$ cat config.mk
export PLATFORM = sky130hd
export DESIGN_NAME = audio_serial_in
export DESIGN_NICKNAME = d
export VERILOG_FILES = /design/src/verilog/audio_in_pkg.sv /design/src/verilog/pin_sync.sv /design/src/verilog/audio_serial_in.sv
export VERILOG_INCLUDE_DIRS = /design/src /design/src/verilog
export SDC_FILE = /design/constraint.sdc
export NUM_CORES = 1
export LEC_CHECK = 0
export BUFFER_PORTS_ARGS = -buffer_cell sky130_fd_sc_hd__buf_2
export CAP_MARGIN = 20
export CORE_MARGIN = 4
export CORE_UTILIZATION = 30
export CTS_CLUSTER_DIAMETER = 60
export CTS_CLUSTER_SIZE = 30
export DETAILED_ROUTE_END_ITERATION = 8
export PLACE_DENSITY = 0.52
export SLEW_MARGIN = 15
export SYNTH_ARGS = -nofsm -noshare
export SYNTH_HDL_FRONTEND = slang
export SYNTH_SLANG_ARGS = --single-unit
$ cat constraint.sdc
create_clock -name mclk -period 4.3 [get_ports mclk]
set_input_delay 0.645 -clock mclk [delete_from_list [all_inputs] [get_ports mclk]]
set_output_delay 0.645 -clock mclk [all_outputs]
set_load 0.01 [all_outputs]
$ cat src/verilog/audio_in_defines.svh
// constants for the serial audio input port
`ifndef AUDIO_IN_DEFINES_SVH
`define AUDIO_IN_DEFINES_SVH
`define FMT_LEFT_JUST 2'h0
`define FMT_I2S 2'h1
`define FMT_RIGHT_JUST 2'h2
`define WLEN_16 2'h0
`define WLEN_18 2'h1
`define WLEN_20 2'h2
`define WLEN_24 2'h3
`define BITS_16 6'h10
`define BITS_18 6'h12
`define BITS_20 6'h14
`define BITS_24 6'h18
`define HALF_FRAME_SCLK 6'h20
`define I2S_MSB_DELAY 6'h01
`define LJ_MSB_DELAY 6'h00
`define WORD_W 24
`define SETTLE_DONE 2'h3
`define CNT_MAX 6'h3F
`endif

$ cat src/verilog/audio_in_pkg.sv
// types for the serial audio input port
`include "audio_in_defines.svh"
package audio_in_pkg;
	typedef enum logic [1:0] {FmtLeftJust, FmtI2s, FmtRightJust, FmtSpare} frame_fmt_e;
	typedef struct packed {
		logic [`WORD_W-1:0] data;
		logic isRight;
	} audio_word_s;
	typedef struct packed {
		logic s1;
		logic s2;
	} sync_pair_s;
endpackage

$ cat src/verilog/pin_sync.sv
// two-flop synchroniser for the serial input pins
`timescale 1ns/100ps
`default_nettype none
module pin_sync
	import audio_in_pkg::*;
#(
	parameter int WIDTH = 3
) (
	input wire logic mclk,
	input wire logic sys_rst,
	input wire logic [WIDTH-1:0] pinIn,
	output logic [WIDTH-1:0] pinOut
);
	typedef struct packed {
		logic [WIDTH-1:0] first;
		logic [WIDTH-1:0] second;
	} state_s;
	state_s state_reg;
	state_s state_next;
	always_comb begin
		state_next.first = pinIn;
		state_next.second = state_reg.first;
	end
	always_ff @(posedge mclk or posedge sys_rst) begin
		if (sys_rst) begin
			state_reg <= '0;
		end else begin
			state_reg <= state_next;
		end
	end
	assign pinOut = state_reg.second;
endmodule
`default_nettype wire

$ cat src/verilog/audio_serial_in.sv
// serial audio input port: deserialises stereo words for the encoder
`timescale 1ns/100ps
`default_nettype none
`include "audio_in_defines.svh"
//
// Summary of operation
// RULE1: framing is left-justified, I2S or right-justified, chosen by frameFmt.
// RULE2: word length 16, 18, 20 or 24 bits; exactly that many bits kept.
// RULE3: each data bit is captured on the rising serial clock edge.
// RULE4: right-justified: frame sync high marks left, low marks right.
// RULE5: right-justified MSB follows sync change by 16, 14, 12 or 8 clocks.
// RULE6: right-justified assumes 64 clocks per frame; LSB ends before next change.
// RULE7: I2S is the default whenever no other framing is selected.
// RULE8: I2S: frame sync low marks left, high marks right.
// RULE9: I2S: MSB one clock after sync change, then bits MSB first.
// RULE10: left-justified: frame sync high marks left, low marks right.
// RULE11: left-justified: MSB in the first clock after sync change.
// RULE12: source changes sync and data on falling edge, stable at rising edge.
// RULE13: each finished word is presented tagged left/right before the next completes.
module audio_serial_in
	import audio_in_pkg::*;
(
	input wire logic mclk,
	input wire logic sys_rst,
	input wire logic serialClk,
	input wire logic frameSync,
	input wire logic serialData,
	input wire logic [1:0] frameFmt,
	input wire logic [1:0] wordLen,
	output audio_word_s wordOut,
	output logic wordValid
);
	// ----------------------------------------
	// state
	// ----------------------------------------
	// one register holds all state of the port except the pin synchroniser, whose flops sit in pin_sync
	typedef struct packed {
		logic [1:0] settle;
		logic clkPrev;
		logic fsPrev;
		logic [5:0] bitCnt;
		logic [`WORD_W-1:0] shift;
		logic [5:0] taken;
		logic [5:0] wordBits;
		logic [5:0] delayBits;
		logic chanRight;
		logic active;
		audio_word_s word;
		logic valid;
	} state_s;

	state_s state_reg;
	state_s state_next;

	// ----------------------------------------
	// pin synchronisers
	// ----------------------------------------
	logic [2:0] pinsSync;
	logic clkS;
	logic fsS;
	logic dataS;

	// clock, sync and data share one synchroniser so they stay aligned
	pin_sync #(
		.WIDTH(3)
	) syncInst (
		.mclk(mclk),
		.sys_rst(sys_rst),
		.pinIn({serialClk, frameSync, serialData}),
		.pinOut(pinsSync)
	);

	assign clkS = pinsSync[2];
	assign fsS = pinsSync[1];
	assign dataS = pinsSync[0];

	// ----------------------------------------
	// helpers
	// ----------------------------------------
	// bits per channel word for a length code
	function automatic logic [5:0] word_bits(input logic [1:0] len);
		case (len)
			`WLEN_16: word_bits = `BITS_16;
			`WLEN_18: word_bits = `BITS_18;
			`WLEN_20: word_bits = `BITS_20;
			default: word_bits = `BITS_24;
		endcase
	endfunction

	// framing for a format code; unused codes fall back to I2S
	function automatic frame_fmt_e fmt_of(input logic [1:0] sel);
		case (sel)
			`FMT_LEFT_JUST: fmt_of = FmtLeftJust;
			`FMT_RIGHT_JUST: fmt_of = FmtRightJust;
			default: fmt_of = FmtI2s; // see RULE7
		endcase
	endfunction

	// clock periods from the sync change to the msb
	function automatic logic [5:0] msb_delay(input frame_fmt_e f, input logic [5:0] n);
		case (f)
			FmtLeftJust: msb_delay = `LJ_MSB_DELAY; // see RULE11
			FmtRightJust: msb_delay = 6'(`HALF_FRAME_SCLK - n); // see RULE5 see RULE6
			default: msb_delay = `I2S_MSB_DELAY; // see RULE9
		endcase
	endfunction

	// channel carried by a sync level
	function automatic logic chan_right(input frame_fmt_e f, input logic fs);
		case (f)
			FmtI2s: chan_right = fs; // see RULE8
			default: chan_right = ~fs; // see RULE4 see RULE10
		endcase
	endfunction

	// msb-align a word of n bits in the output field
	function automatic logic [`WORD_W-1:0] align_word(input logic [`WORD_W-1:0] raw,
		input logic [5:0] n);
		align_word = raw << (6'(`WORD_W) - n);
	endfunction

	// true while a bit of the current word falls in this clock period
	function automatic logic bit_due(input logic [5:0] cnt, input logic [5:0] dly,
		input logic [5:0] got, input logic [5:0] n);
		bit_due = (cnt >= dly) && (got < n);
	endfunction

	// one-step count that stops at its top value
	function automatic logic [5:0] sat_inc(input logic [5:0] cnt);
		if (cnt == `CNT_MAX) begin
			sat_inc = cnt;
		end else begin
			sat_inc = 6'(cnt + 6'h01);
		end
	endfunction

	// ----------------------------------------
	// format and length selection
	// ----------------------------------------
	frame_fmt_e fmt;
	logic [5:0] nBits;
	logic [5:0] msbDelay;

	assign fmt = fmt_of(frameFmt); // see RULE1
	assign nBits = word_bits(wordLen); // see RULE2
	assign msbDelay = msb_delay(fmt, nBits); // see RULE5

	// ----------------------------------------
	// serial clock and sync edges
	// ----------------------------------------
	logic settled;
	logic rise;
	logic fsEdge;

	// the first cycles after reset only learn the pin levels, so no false edge follows
	assign settled = state_reg.settle == `SETTLE_DONE;
	assign rise = settled & clkS & ~state_reg.clkPrev; // see RULE3
	assign fsEdge = rise & (fsS != state_reg.fsPrev);

	// ----------------------------------------
	// deserialiser
	// ----------------------------------------
	always_comb begin
		state_next = state_reg;
		state_next.clkPrev = clkS;
		state_next.valid = 1'b0;

		// learn the pin levels while the synchroniser fills
		if (!settled) begin
			state_next.settle = 2'(state_reg.settle + 2'h1);
			state_next.fsPrev = fsS;
		end

		if (rise) begin
			state_next.fsPrev = fsS;
			if (fsEdge) begin
				// format and length are held for the whole word
				state_next.bitCnt = 6'h00;
				state_next.taken = 6'h00;
				state_next.wordBits = nBits; // see RULE2
				state_next.delayBits = msbDelay; // see RULE6
				state_next.active = 1'b1;
				state_next.shift = '0;
				state_next.chanRight = chan_right(fmt, fsS); // see RULE4 see RULE8 see RULE10
			end

			// the sync change is clock period 0, so a zero delay takes its bit at once
			if (state_next.active && bit_due(state_next.bitCnt, state_next.delayBits,
				state_next.taken, state_next.wordBits)) begin
				state_next.shift = {state_next.shift[`WORD_W-2:0], dataS}; // see RULE9
				state_next.taken = sat_inc(state_next.taken);
				if (state_next.taken == state_next.wordBits) begin
					state_next.word.data = align_word(state_next.shift, state_next.wordBits);
					state_next.word.isRight = state_next.chanRight; // see RULE13
					state_next.valid = 1'b1;
					state_next.active = 1'b0;
				end
			end

			// clock periods since the sync change, saturating
			state_next.bitCnt = sat_inc(state_next.bitCnt);
		end
	end

	// ----------------------------------------
	// state register
	// ----------------------------------------
	always_ff @(posedge mclk or posedge sys_rst) begin
		if (sys_rst) begin
			state_reg <= '0;
		end else begin
			state_reg <= state_next;
		end
	end

	// ----------------------------------------
	// outputs
	// ----------------------------------------
	assign wordOut = state_reg.word;
	assign wordValid = state_reg.valid;
endmodule
`default_nettype wire

# Yosys cells after proc, flatten, opt, wreduce, memory -nomap -nowiden
# Index checks and enable logic that the tools add are counted.
op_classes:
  shift: 1
  addsub: 5
  eq_ne: 12
  bitwise: 5
  n_reduce_logical: 7
  muxes: 15
  order_cmp: 2
ops:
  columns: ["op", "count"]
  rows:
  - ["$mux 50", 2]
  - ["$mux 77", 1]
  - ["$mux 27", 2]
  - ["$mux 30", 1]
  - ["$mux 6", 4]
  - ["$shl 24x6->24", 1]
  - ["$add 6x1->6 const B", 2]
  - ["$eq 6x6->1 const B", 2]
  - ["$pmux 4 s3", 1]
  - ["$pmux 6 s2", 1]
  - ["$eq 2x2->1 const B", 4]
  - ["$eq 6x6->1", 1]
  - ["$ge 6x6->1", 1]
  - ["$logic_not 2->1", 3]
  - ["$lt 6x6->1", 1]
  - ["$sub 5x6->6 const A", 1]
  - ["$sub 6x6->6 const A", 1]
  - ["$eq 2x1->1 const B", 2]
  - ["$pmux 2 s2", 1]
  - ["$and 1x1->1", 3]
  - ["$ne 3x1->1 const B", 1]
  - ["$reduce_and 3->1", 1]
  - ["$add 2x1->2 const B", 1]
  - ["$logic_and 1x1->1", 2]
  - ["5 further kinds", 7]
totals:
  regBits: 86
  output_inout_bits: 26
  word_cells: 63

# Longest topological paths before layout
# Gate-level depths: netlist (run 1).
logic_depth:
  word_depth: 15
  depth_mapped: 20
  depth_no_buf: 14

# Modules after synthesis
# A second synthesis (run 1) with hierarchy kept.
unflattened:
  hier_cells: 574
  hier_area_um2: 5521.5
modules_own_cells:
  columns: ["mod", "n_inst", "seq_area_each_um2", "area_each_um2", "cells_each"]
  rows:
  - ["audio_serial_in", 1, 1976.9, 5367.6, 567]
  - ["pin_sync", 1, 150.1, 153.9, 7]

# Worst setup path after synthesis (run 1)
# No wires, ideal clock.
synth_path:
  kind: "register to register"
  start: "register state_reg[78] in the netlist's numbering"
  end: "register state_reg (netlist bit wordOut[10])"
  path_stages_with_launch: 21
  setup_ns: 0.130
  arrival_ns: 4.086
  path_slack_ns: 0.084
  path_cell_list: "dfrtp_1 -> ha_1 -> and3b_1 -> buf_2 -> nand2_1 -> clkbuf_1 -> clkbuf_1 -> clkbuf_1 -> nand2_1 -> nand2_1 -> inv_1 -> ha_1 -> a211oi_1 -> o221a_2 -> o2111ai_1 -> a211oi_1 -> or4b_4 -> clkbuf_1 -> clkbuf_1 -> nand2_1 -> o31ai_1"
synth_via:
  elab_chain_len: 12
synth_lines:
  columns: ["element", "line", "text"]
  rows:
  - ["from (decl)", "audio_serial_in.sv:52", "state_s state_reg;"]
  - ["from (signal assigned)", "audio_serial_in.sv:212", "state_reg <= state_next;"]
  - ["$eq 2x2->1 (no line) *", null, null]
  - ["$and 1x1->1 * (2 in series)", "audio_serial_in.sv:157", "assign rise = settled & clkS & ~state_reg.clkPrev;"]
  - ["$and 1x1->1", "audio_serial_in.sv:158", "assign fsEdge = rise & (fsS != state_reg.fsPrev);"]
  - ["$mux 50", "audio_serial_in.sv:176", "if (fsEdge) begin"]
  - ["$mux 50", "audio_serial_in.sv:174", "if (rise) begin"]
  - ["$add 6x1->6 / $eq 6x6->1 (equally long branches)", null, null]
  - ["$mux 6", "audio_serial_in.sv:130", "if (cnt == `CNT_MAX) begin"]
  - ["$mux 6", "audio_serial_in.sv:188", "if (state_next.active && bit_due(state_next.bitCnt, state_next.delayBits,"]
  - ["$mux 6", "audio_serial_in.sv:174", null]
  - ["$eq 6x6->1", "audio_serial_in.sv:192", "if (state_next.taken == state_next.wordBits) begin"]
  - ["$reduce_and 3->1 (no line)", null, null]
# Mark *: on every way between the ends. The rest lies on a longest branch, timed or not. The select of a mux whose other input is x is not followed.
# A chain may end at the register's enable or synchronous reset.

# Worst setup path in the final report (run 1)
layout_path:
  start: "register state_reg[78] in the netlist's numbering"
  end: "register state_reg (netlist bit wordOut[20])"
# Same word-level chain as after synthesis.

==> flow_summary.ini, run 1 <==
[run_status]
outcome = finished, final reports clean

[grt]
antenna_found_initial = 0
grt_pass1_wl_mm = 24.6
grt_pass1_vias = 4552
track_usage = 0.143
grt_remaining_overflow = 0
grt_max_degree = 57

[cells_and_area]
instances_no_fill = 847
regArea_mm2 = 0.00213
postLayoutCellArea_mm2 = 0.00625
drive_above_1_share = 0.172
nets = 641
post-route-util = 0.343
multi_input_area_mm2 = 0.00307
final_cell_mix = 85 x dfrtp_1, 72 x nand2_1, 34 x mux2i_1, 34 x buf_2, 32 x nor2_1
largest_register_ffs = 53
area_growth_pct = 10.9
final_common_cell = dfrtp_1
fillers = 1852
insertedDiodeCount = 0

[min_path]
hp-class = reg2reg

[synth]
synth_nets = 637
synth_warnings = 0
yosysUniqueCellTypes = 62
post-synth-top-area-cell = dfrtp_1
syn_inst = 609
synth_top_flop_cell = dfrtp_1
yosys_register_bits = 85
ys_seq_area_frac = 0.377
ys_async_sr_fraction = 1.00
avgSynthCellArea_um2 = 9.26
synthTopCellsByArea = dfrtp_1 38%, mux2i_1 6.0%, nand2_1 4.8%, ha_1 4.2%, a22o_1 4.0%
syn_area_mm2 = 0.00564
synth_edf_count = 0
synth_top_area_share = 0.377

[placement]
placedCellCount = 831
dpl_cell_area_mm2 = 0.00592
gp_congestion = 0.928
hpwl_mm = 10.9
io_buffer_count = 34

[power_and_ir_drop]
power_density_mw_per_mm2 = 450
pwr-share-comb = 0.342
p_int_mw = 1.80
p_leak_nw = 2.82
p_seq_frac = 0.349
ir_worst_vdd_uv = 173
p_clk_frac = 0.309
switching_share = 0.361
switching_power_mw = 1.01

[cts]
cts.sinks = 85
insertion_delay_ns = 0.35
postCtsHoldBufs = 0
clockBufferDepth = 2
cts_setup_buffers = 0
clk_pin_slew_ns = 0.07
h-tree-depth = 3
cts_tree = yes
cts-resized-gates = 0
root_buffer = clkbuf_16
cts_made_buffers = 9

[die]
die_y_um = 145
row_count = 49
dieArea_mm2 = 0.0210
die_x_um = 145
initial_core_util = 0.310
design.core.area_mm2 = 0.0182
pin_count = 35

[drt]
num_vias = 4658
wl_per_cell_um = 17.5
via_per_inst = 5.50
drc = 0
ant_nets = 0
drt_iter0_markers = 384
first_pass_iters = 5
drt-total-wl_mm = 14.8

[sta]
slew_headroom = 0.524
skew_ns = 0.0105
tns_ns = 0
max_freq_mhz = 254
hold_violations = 0
fin_crit_sh = 0.914
rsz0062_at_grt = no
min_period_ns = 3.93
tightest_slew_ns = 0.714
slew_violations = 0
holdWs_ns = 0.353
setup_viol = 0

[job]
max_cap_violations = 0

[worst_setup_path]
path_class = reg2reg
cp_max_fo = 23
cp.required_ns = 4.52
end_kind = register
arrival_ns = 4.15
crit_path_start_kind = register
-- power groups by stage --
| stage | Combinational (mW) | Sequential (mW) | Clock, mW |
|---|---|---|---|
| finish | 0.962 | 0.983 | 0.868 |
| global route | 1.06 | 0.998 | 0.920 |
| CTS | 0.956 | 0.980 | 0.886 |
| detailed placement | 0.954 | 0.993 | 0 |
| global placement | 0.941 | 0.994 | 0 |
| floorplan | 0.736 | 0.934 | 0 |
-- kinds of logic after synthesis --
kind of cell             share of synthesized area
adder cells (fa/ha/maj)                     0.0422
multiplexers                                 0.128
AND/OR/NAND/NOR                              0.146
flip-flops                                   0.377
AO/OA/AOI/OAI                                0.207
buffers and inverters                       0.0775
XOR/XNOR                                    0.0215
-- final cells by class --
cell class | instances | share of cell area
clock inverter | 3 | 0.0108
multi-input combinational | 435 | 0.492
sequential | 85 | 0.340
clock buffer | 13 | 0.0416
tap | 229 | 0.0458
timing repair buffer | 56 | 0.0536
inverter | 26 | 0.0160
-- worst max-delay path, cell delays in order, from the launching register on --
cell     delay, ns
dfrtp_1       0.38
ha_1          0.26
and3b_1       0.20
buf_4         0.27
nand3_1       0.15
nand2_1       0.10
inv_1         0.07
ha_1          0.68
buf_4         0.28
mux2_2        0.37
mux4_2        0.49
nand3_1       0.11
a21oi_1       0.06
a31oi_1       0.26
o21ai_0       0.12
-- metal layers --
| layer | track usage | part of all wire |
|---|---|---|
| met1 | 0.203 | 0.49 |
| met2 | 0.212 | 0.43 |
| met3 | 0.0287 | 0.058 |
| met4 | 0.0594 | 0.023 |
| met5 | 0 | 0 |
-- path summary, 6_finish.rpt --
path	start	slack [ns]	endpoint	depth (start not counted)
setup / recovery	state_reg[78]$_DFFE_PP0P_	0.37	wordOut[20]$_DFFE_PP0P_	14
hold / removal	syncInst.state_next[0]$_DFF_PP0_	0.35	syncInst.pinOut[0]$_DFF_PP0_	0
setup reg to reg	state_reg[78]$_DFFE_PP0P_	0.37	wordOut[20]$_DFFE_PP0P_	14
hold reg to reg	syncInst.state_next[0]$_DFF_PP0_	0.35	syncInst.pinOut[0]$_DFF_PP0_	0
max in group asynchronous	sys_rst	3.04	state_reg[62]$_DFFE_PP0P_	3
min in group asynchronous	sys_rst	0.41	state_reg[72]$_DFFE_PP0P_	2
-- Yosys cell counts (all sizes together), types with 6 or more instances --
cell type	count
inv	26
nand2	72
dfrtp	85
a22o	26
clkbuf	27
mux4	7
and2	14
a211oi	7
buf	36
xor2	7
a21oi	29
mux2i	34
xnor2	6
nand3	16
nand2b	6
ha	19
nor2	32
a31oi	10
o31ai	8
mux2	20
o21ai	37
-- metrics by stage --
stage	worst slack, ns	power (mW)
after floorplan	0.0838	1.67
after global placement	0.472	1.93
after detailed placement	0.372	1.95
after CTS	0.356	2.82
after global routing	0.0545	2.98
final	0.368	2.81
Power figures use the tool's default switching activity.
==> inputs of run 2 (changes only) <==
--- a/config.mk
+++ b/config.mk
@@ -8,13 +8,12 @@
 export LEC_CHECK = 0
 export BUFFER_PORTS_ARGS = -buffer_cell sky130_fd_sc_hd__buf_2
 export CAP_MARGIN = 20
-export CORE_MARGIN = 4
 export CORE_UTILIZATION = 30
 export CTS_CLUSTER_DIAMETER = 60
 export CTS_CLUSTER_SIZE = 30
 export DETAILED_ROUTE_END_ITERATION = 8
-export PLACE_DENSITY = 0.52
-export SLEW_MARGIN = 15
+export PLACE_DENSITY = 0.49
+export SLEW_MARGIN = 20
 export SYNTH_ARGS = -nofsm -noshare
 export SYNTH_HDL_FRONTEND = slang
 export SYNTH_SLANG_ARGS = --single-unit
==> run 2 against run 1 <==
The flow now finishes with violations (DRC); largest cell class unchanged; first-iteration DRC count rose by 4.7%; die area decreased by 8.1%; combinational power down 0.5%; critical path type unchanged; via count down 2.2%.
==> flow_summary.ini, run 2 (synthesis gave the netlist of run 1 again) <==
[drt]
ant_nets = 0
first_pass_iters = 8
drt_iter0_markers = 402
via_per_inst = 5.37
num_vias = 4556
drt-total-wl_mm = 14.6
wl_per_cell_um = 17.3
drc = 6

[sta]
slew_violations = 0
min_period_ns = 3.92
skew_ns = 0.0118
slew_headroom = 0.389
fin_crit_sh = 0.911
tightest_slew_ns = 0.916
setup_viol = 0
rsz0062_at_grt = no
hold_violations = 0
holdWs_ns = 0.348
max_freq_mhz = 255
tns_ns = 0

[die]
design.core.area_mm2 = 0.0182
initial_core_util = 0.310
dieArea_mm2 = 0.0193
die_y_um = 139
row_count = 49
die_x_um = 139
pin_count = 35

[grt]
antenna_found_initial = 0
grt_remaining_overflow = 0
grt_pass1_wl_mm = 24.2
track_usage = 0.157
grt_pass1_vias = 4365
grt_max_degree = 52

[cts]
cts_tree = yes
h-tree-depth = 3
cts_made_buffers = 9
insertion_delay_ns = 0.35
cts.sinks = 85
clk_pin_slew_ns = 0.07
cts_setup_buffers = 0
root_buffer = clkbuf_16
clockBufferDepth = 2

[cells_and_area]
final_cell_mix = 85 x dfrtp_1, 71 x nand2_1, 34 x mux2i_1, 34 x buf_2, 32 x nor2_1
nets = 642
post-route-util = 0.342
final_common_cell = dfrtp_1
insertedDiodeCount = 0
drive_above_1_share = 0.171
area_growth_pct = 10.5
fillers = 1868
largest_register_ffs = 53

[worst_setup_path]
worstPathCellList = ha_1 > and3b_1 > buf_4 > nand3_1 > nand2_1 > inv_1 > ha_1 > a2111oi_1 > o2111ai_1 > a211oi_1 > or4b_4 > or3_1 > o21ai_1
end_kind = register
cp_max_fo = 23
path_class = reg2reg
cp_common_cell = ha_1
ff2ff_setup_slack_ns = 0.38
r2r.worst_path.cells = 13
crit_family = simple AND/OR/NAND/NOR gates
crit_path_start_kind = register
cp_slowest_cell = or4b_4
arrival_ns = 4.18
r2r_end = wordOut[6]$_DFFE_PP0P_
path_buf_inv = 2
cp.required_ns = 4.56
cp_slowest_stage_delay_ns = 0.51
reg2reg_from = state_reg[78]$_DFFE_PP0P_

[power_and_ir_drop]
ir_worst_vdd_uv = 207
power_density_mw_per_mm2 = 435
p_leak_nw = 2.81

[run_status]
violations = DRC
outcome = complete, but fails checks

[min_path]
hp-class = reg2reg
worstHoldStart = syncInst.state_next[0]$_DFF_PP0_
hold_end = syncInst.pinOut[0]$_DFF_PP0_
whs_path_depth = 0

[placement]
hpwl_mm = 10.7
io_buffer_count = 34
gp_congestion = 0.922

[job]
max_cap_violations = 0
run 2: layout make-up:
class / count / area, um^2 / share of cell area
clock buffer: 13 / 240 / 0.0386
clock inverter: 3 / 46.3 / 0.00743
tap: 229 / 287 / 0.0460
timing repair buffer: 57 / 355 / 0.0570
multi-input combinational: 435 / 3080 / 0.494
sequential: 85 / 2130 / 0.341
inverter: 26 / 98.8 / 0.0159
run 2: worst max path at each step:
stage / end / slack, ns / cells past startpoint / from
floorplan: wordOut[10]$_DFFE_PP0P_ / 0.08 / 20 / state_reg[78]$_DFFE_PP0P_
global placement: wordOut[17]$_DFFE_PP0P_ / 0.52 / 13 / state_reg[78]$_DFFE_PP0P_
detailed placement: wordOut[18]$_DFFE_PP0P_ / 0.39 / 14 / state_reg[78]$_DFFE_PP0P_
CTS: wordOut[18]$_DFFE_PP0P_ / 0.36 / 14 / state_reg[78]$_DFFE_PP0P_
global route: wordOut[18]$_DFFE_PP0P_ / 0.02 / 14 / state_reg[78]$_DFFE_PP0P_
finish: wordOut[6]$_DFFE_PP0P_ / 0.38 / 13 / state_reg[78]$_DFFE_PP0P_
run 2: metrics by stage:
stage | area [um^2] | worst slack [ns] | cells | total power [mW]
floorplan | 5640 | 0.0838 | 609 | 1.67
global placement | 5940 | 0.516 | 832 | 1.94
detailed placement | 5940 | 0.394 | 832 | 1.94
CTS | 6230 | 0.357 | 848 | 2.73
global route | 6230 | 0.0186 | 848 | 2.89
finish | 6230 | 0.381 | 848 | 2.71
run 2: power breakdown:
part	switching [mW]	leakage, nW	total [mW]	internal (mW)
Sequential	0.109	1.13	0.982	0.872
Combinational	0.568	1.55	0.957	0.388
Clock	0.322	0.134	0.775	0.453
Total	1.00	2.81	2.71	1.71
run 2: layer usage:
| metal | share of wire | track usage | up-vias |
|---|---|---|---|
| met2 | 0.45 | 0.241 | 86 |
| met3 | 0.035 | 0.0238 | 12 |
| met5 | 0 | 0 | - |
| met4 | 0.016 | 0.0503 | 0 |
| met1 | 0.50 | 0.225 | 2237 |
| li1 | - | - | 2221 |
run 2: timing repair:
item,in CTS,in global routing
hold buffers,0,0
endpoints found under the setup margin,0,1
gates resized for setup,0,1
run 2: worst register-to-register path, stage by stage (launching register included):
cell	delay (ns)
dfrtp_1	0.38
ha_1	0.25
and3b_1	0.22
buf_4	0.29
nand3_1	0.18
nand2_1	0.11
inv_1	0.08
ha_1	0.22
a2111oi_1	0.45
o2111ai_1	0.25
a211oi_1	0.22
or4b_4	0.51
or3_1	0.51
o21ai_1	0.17
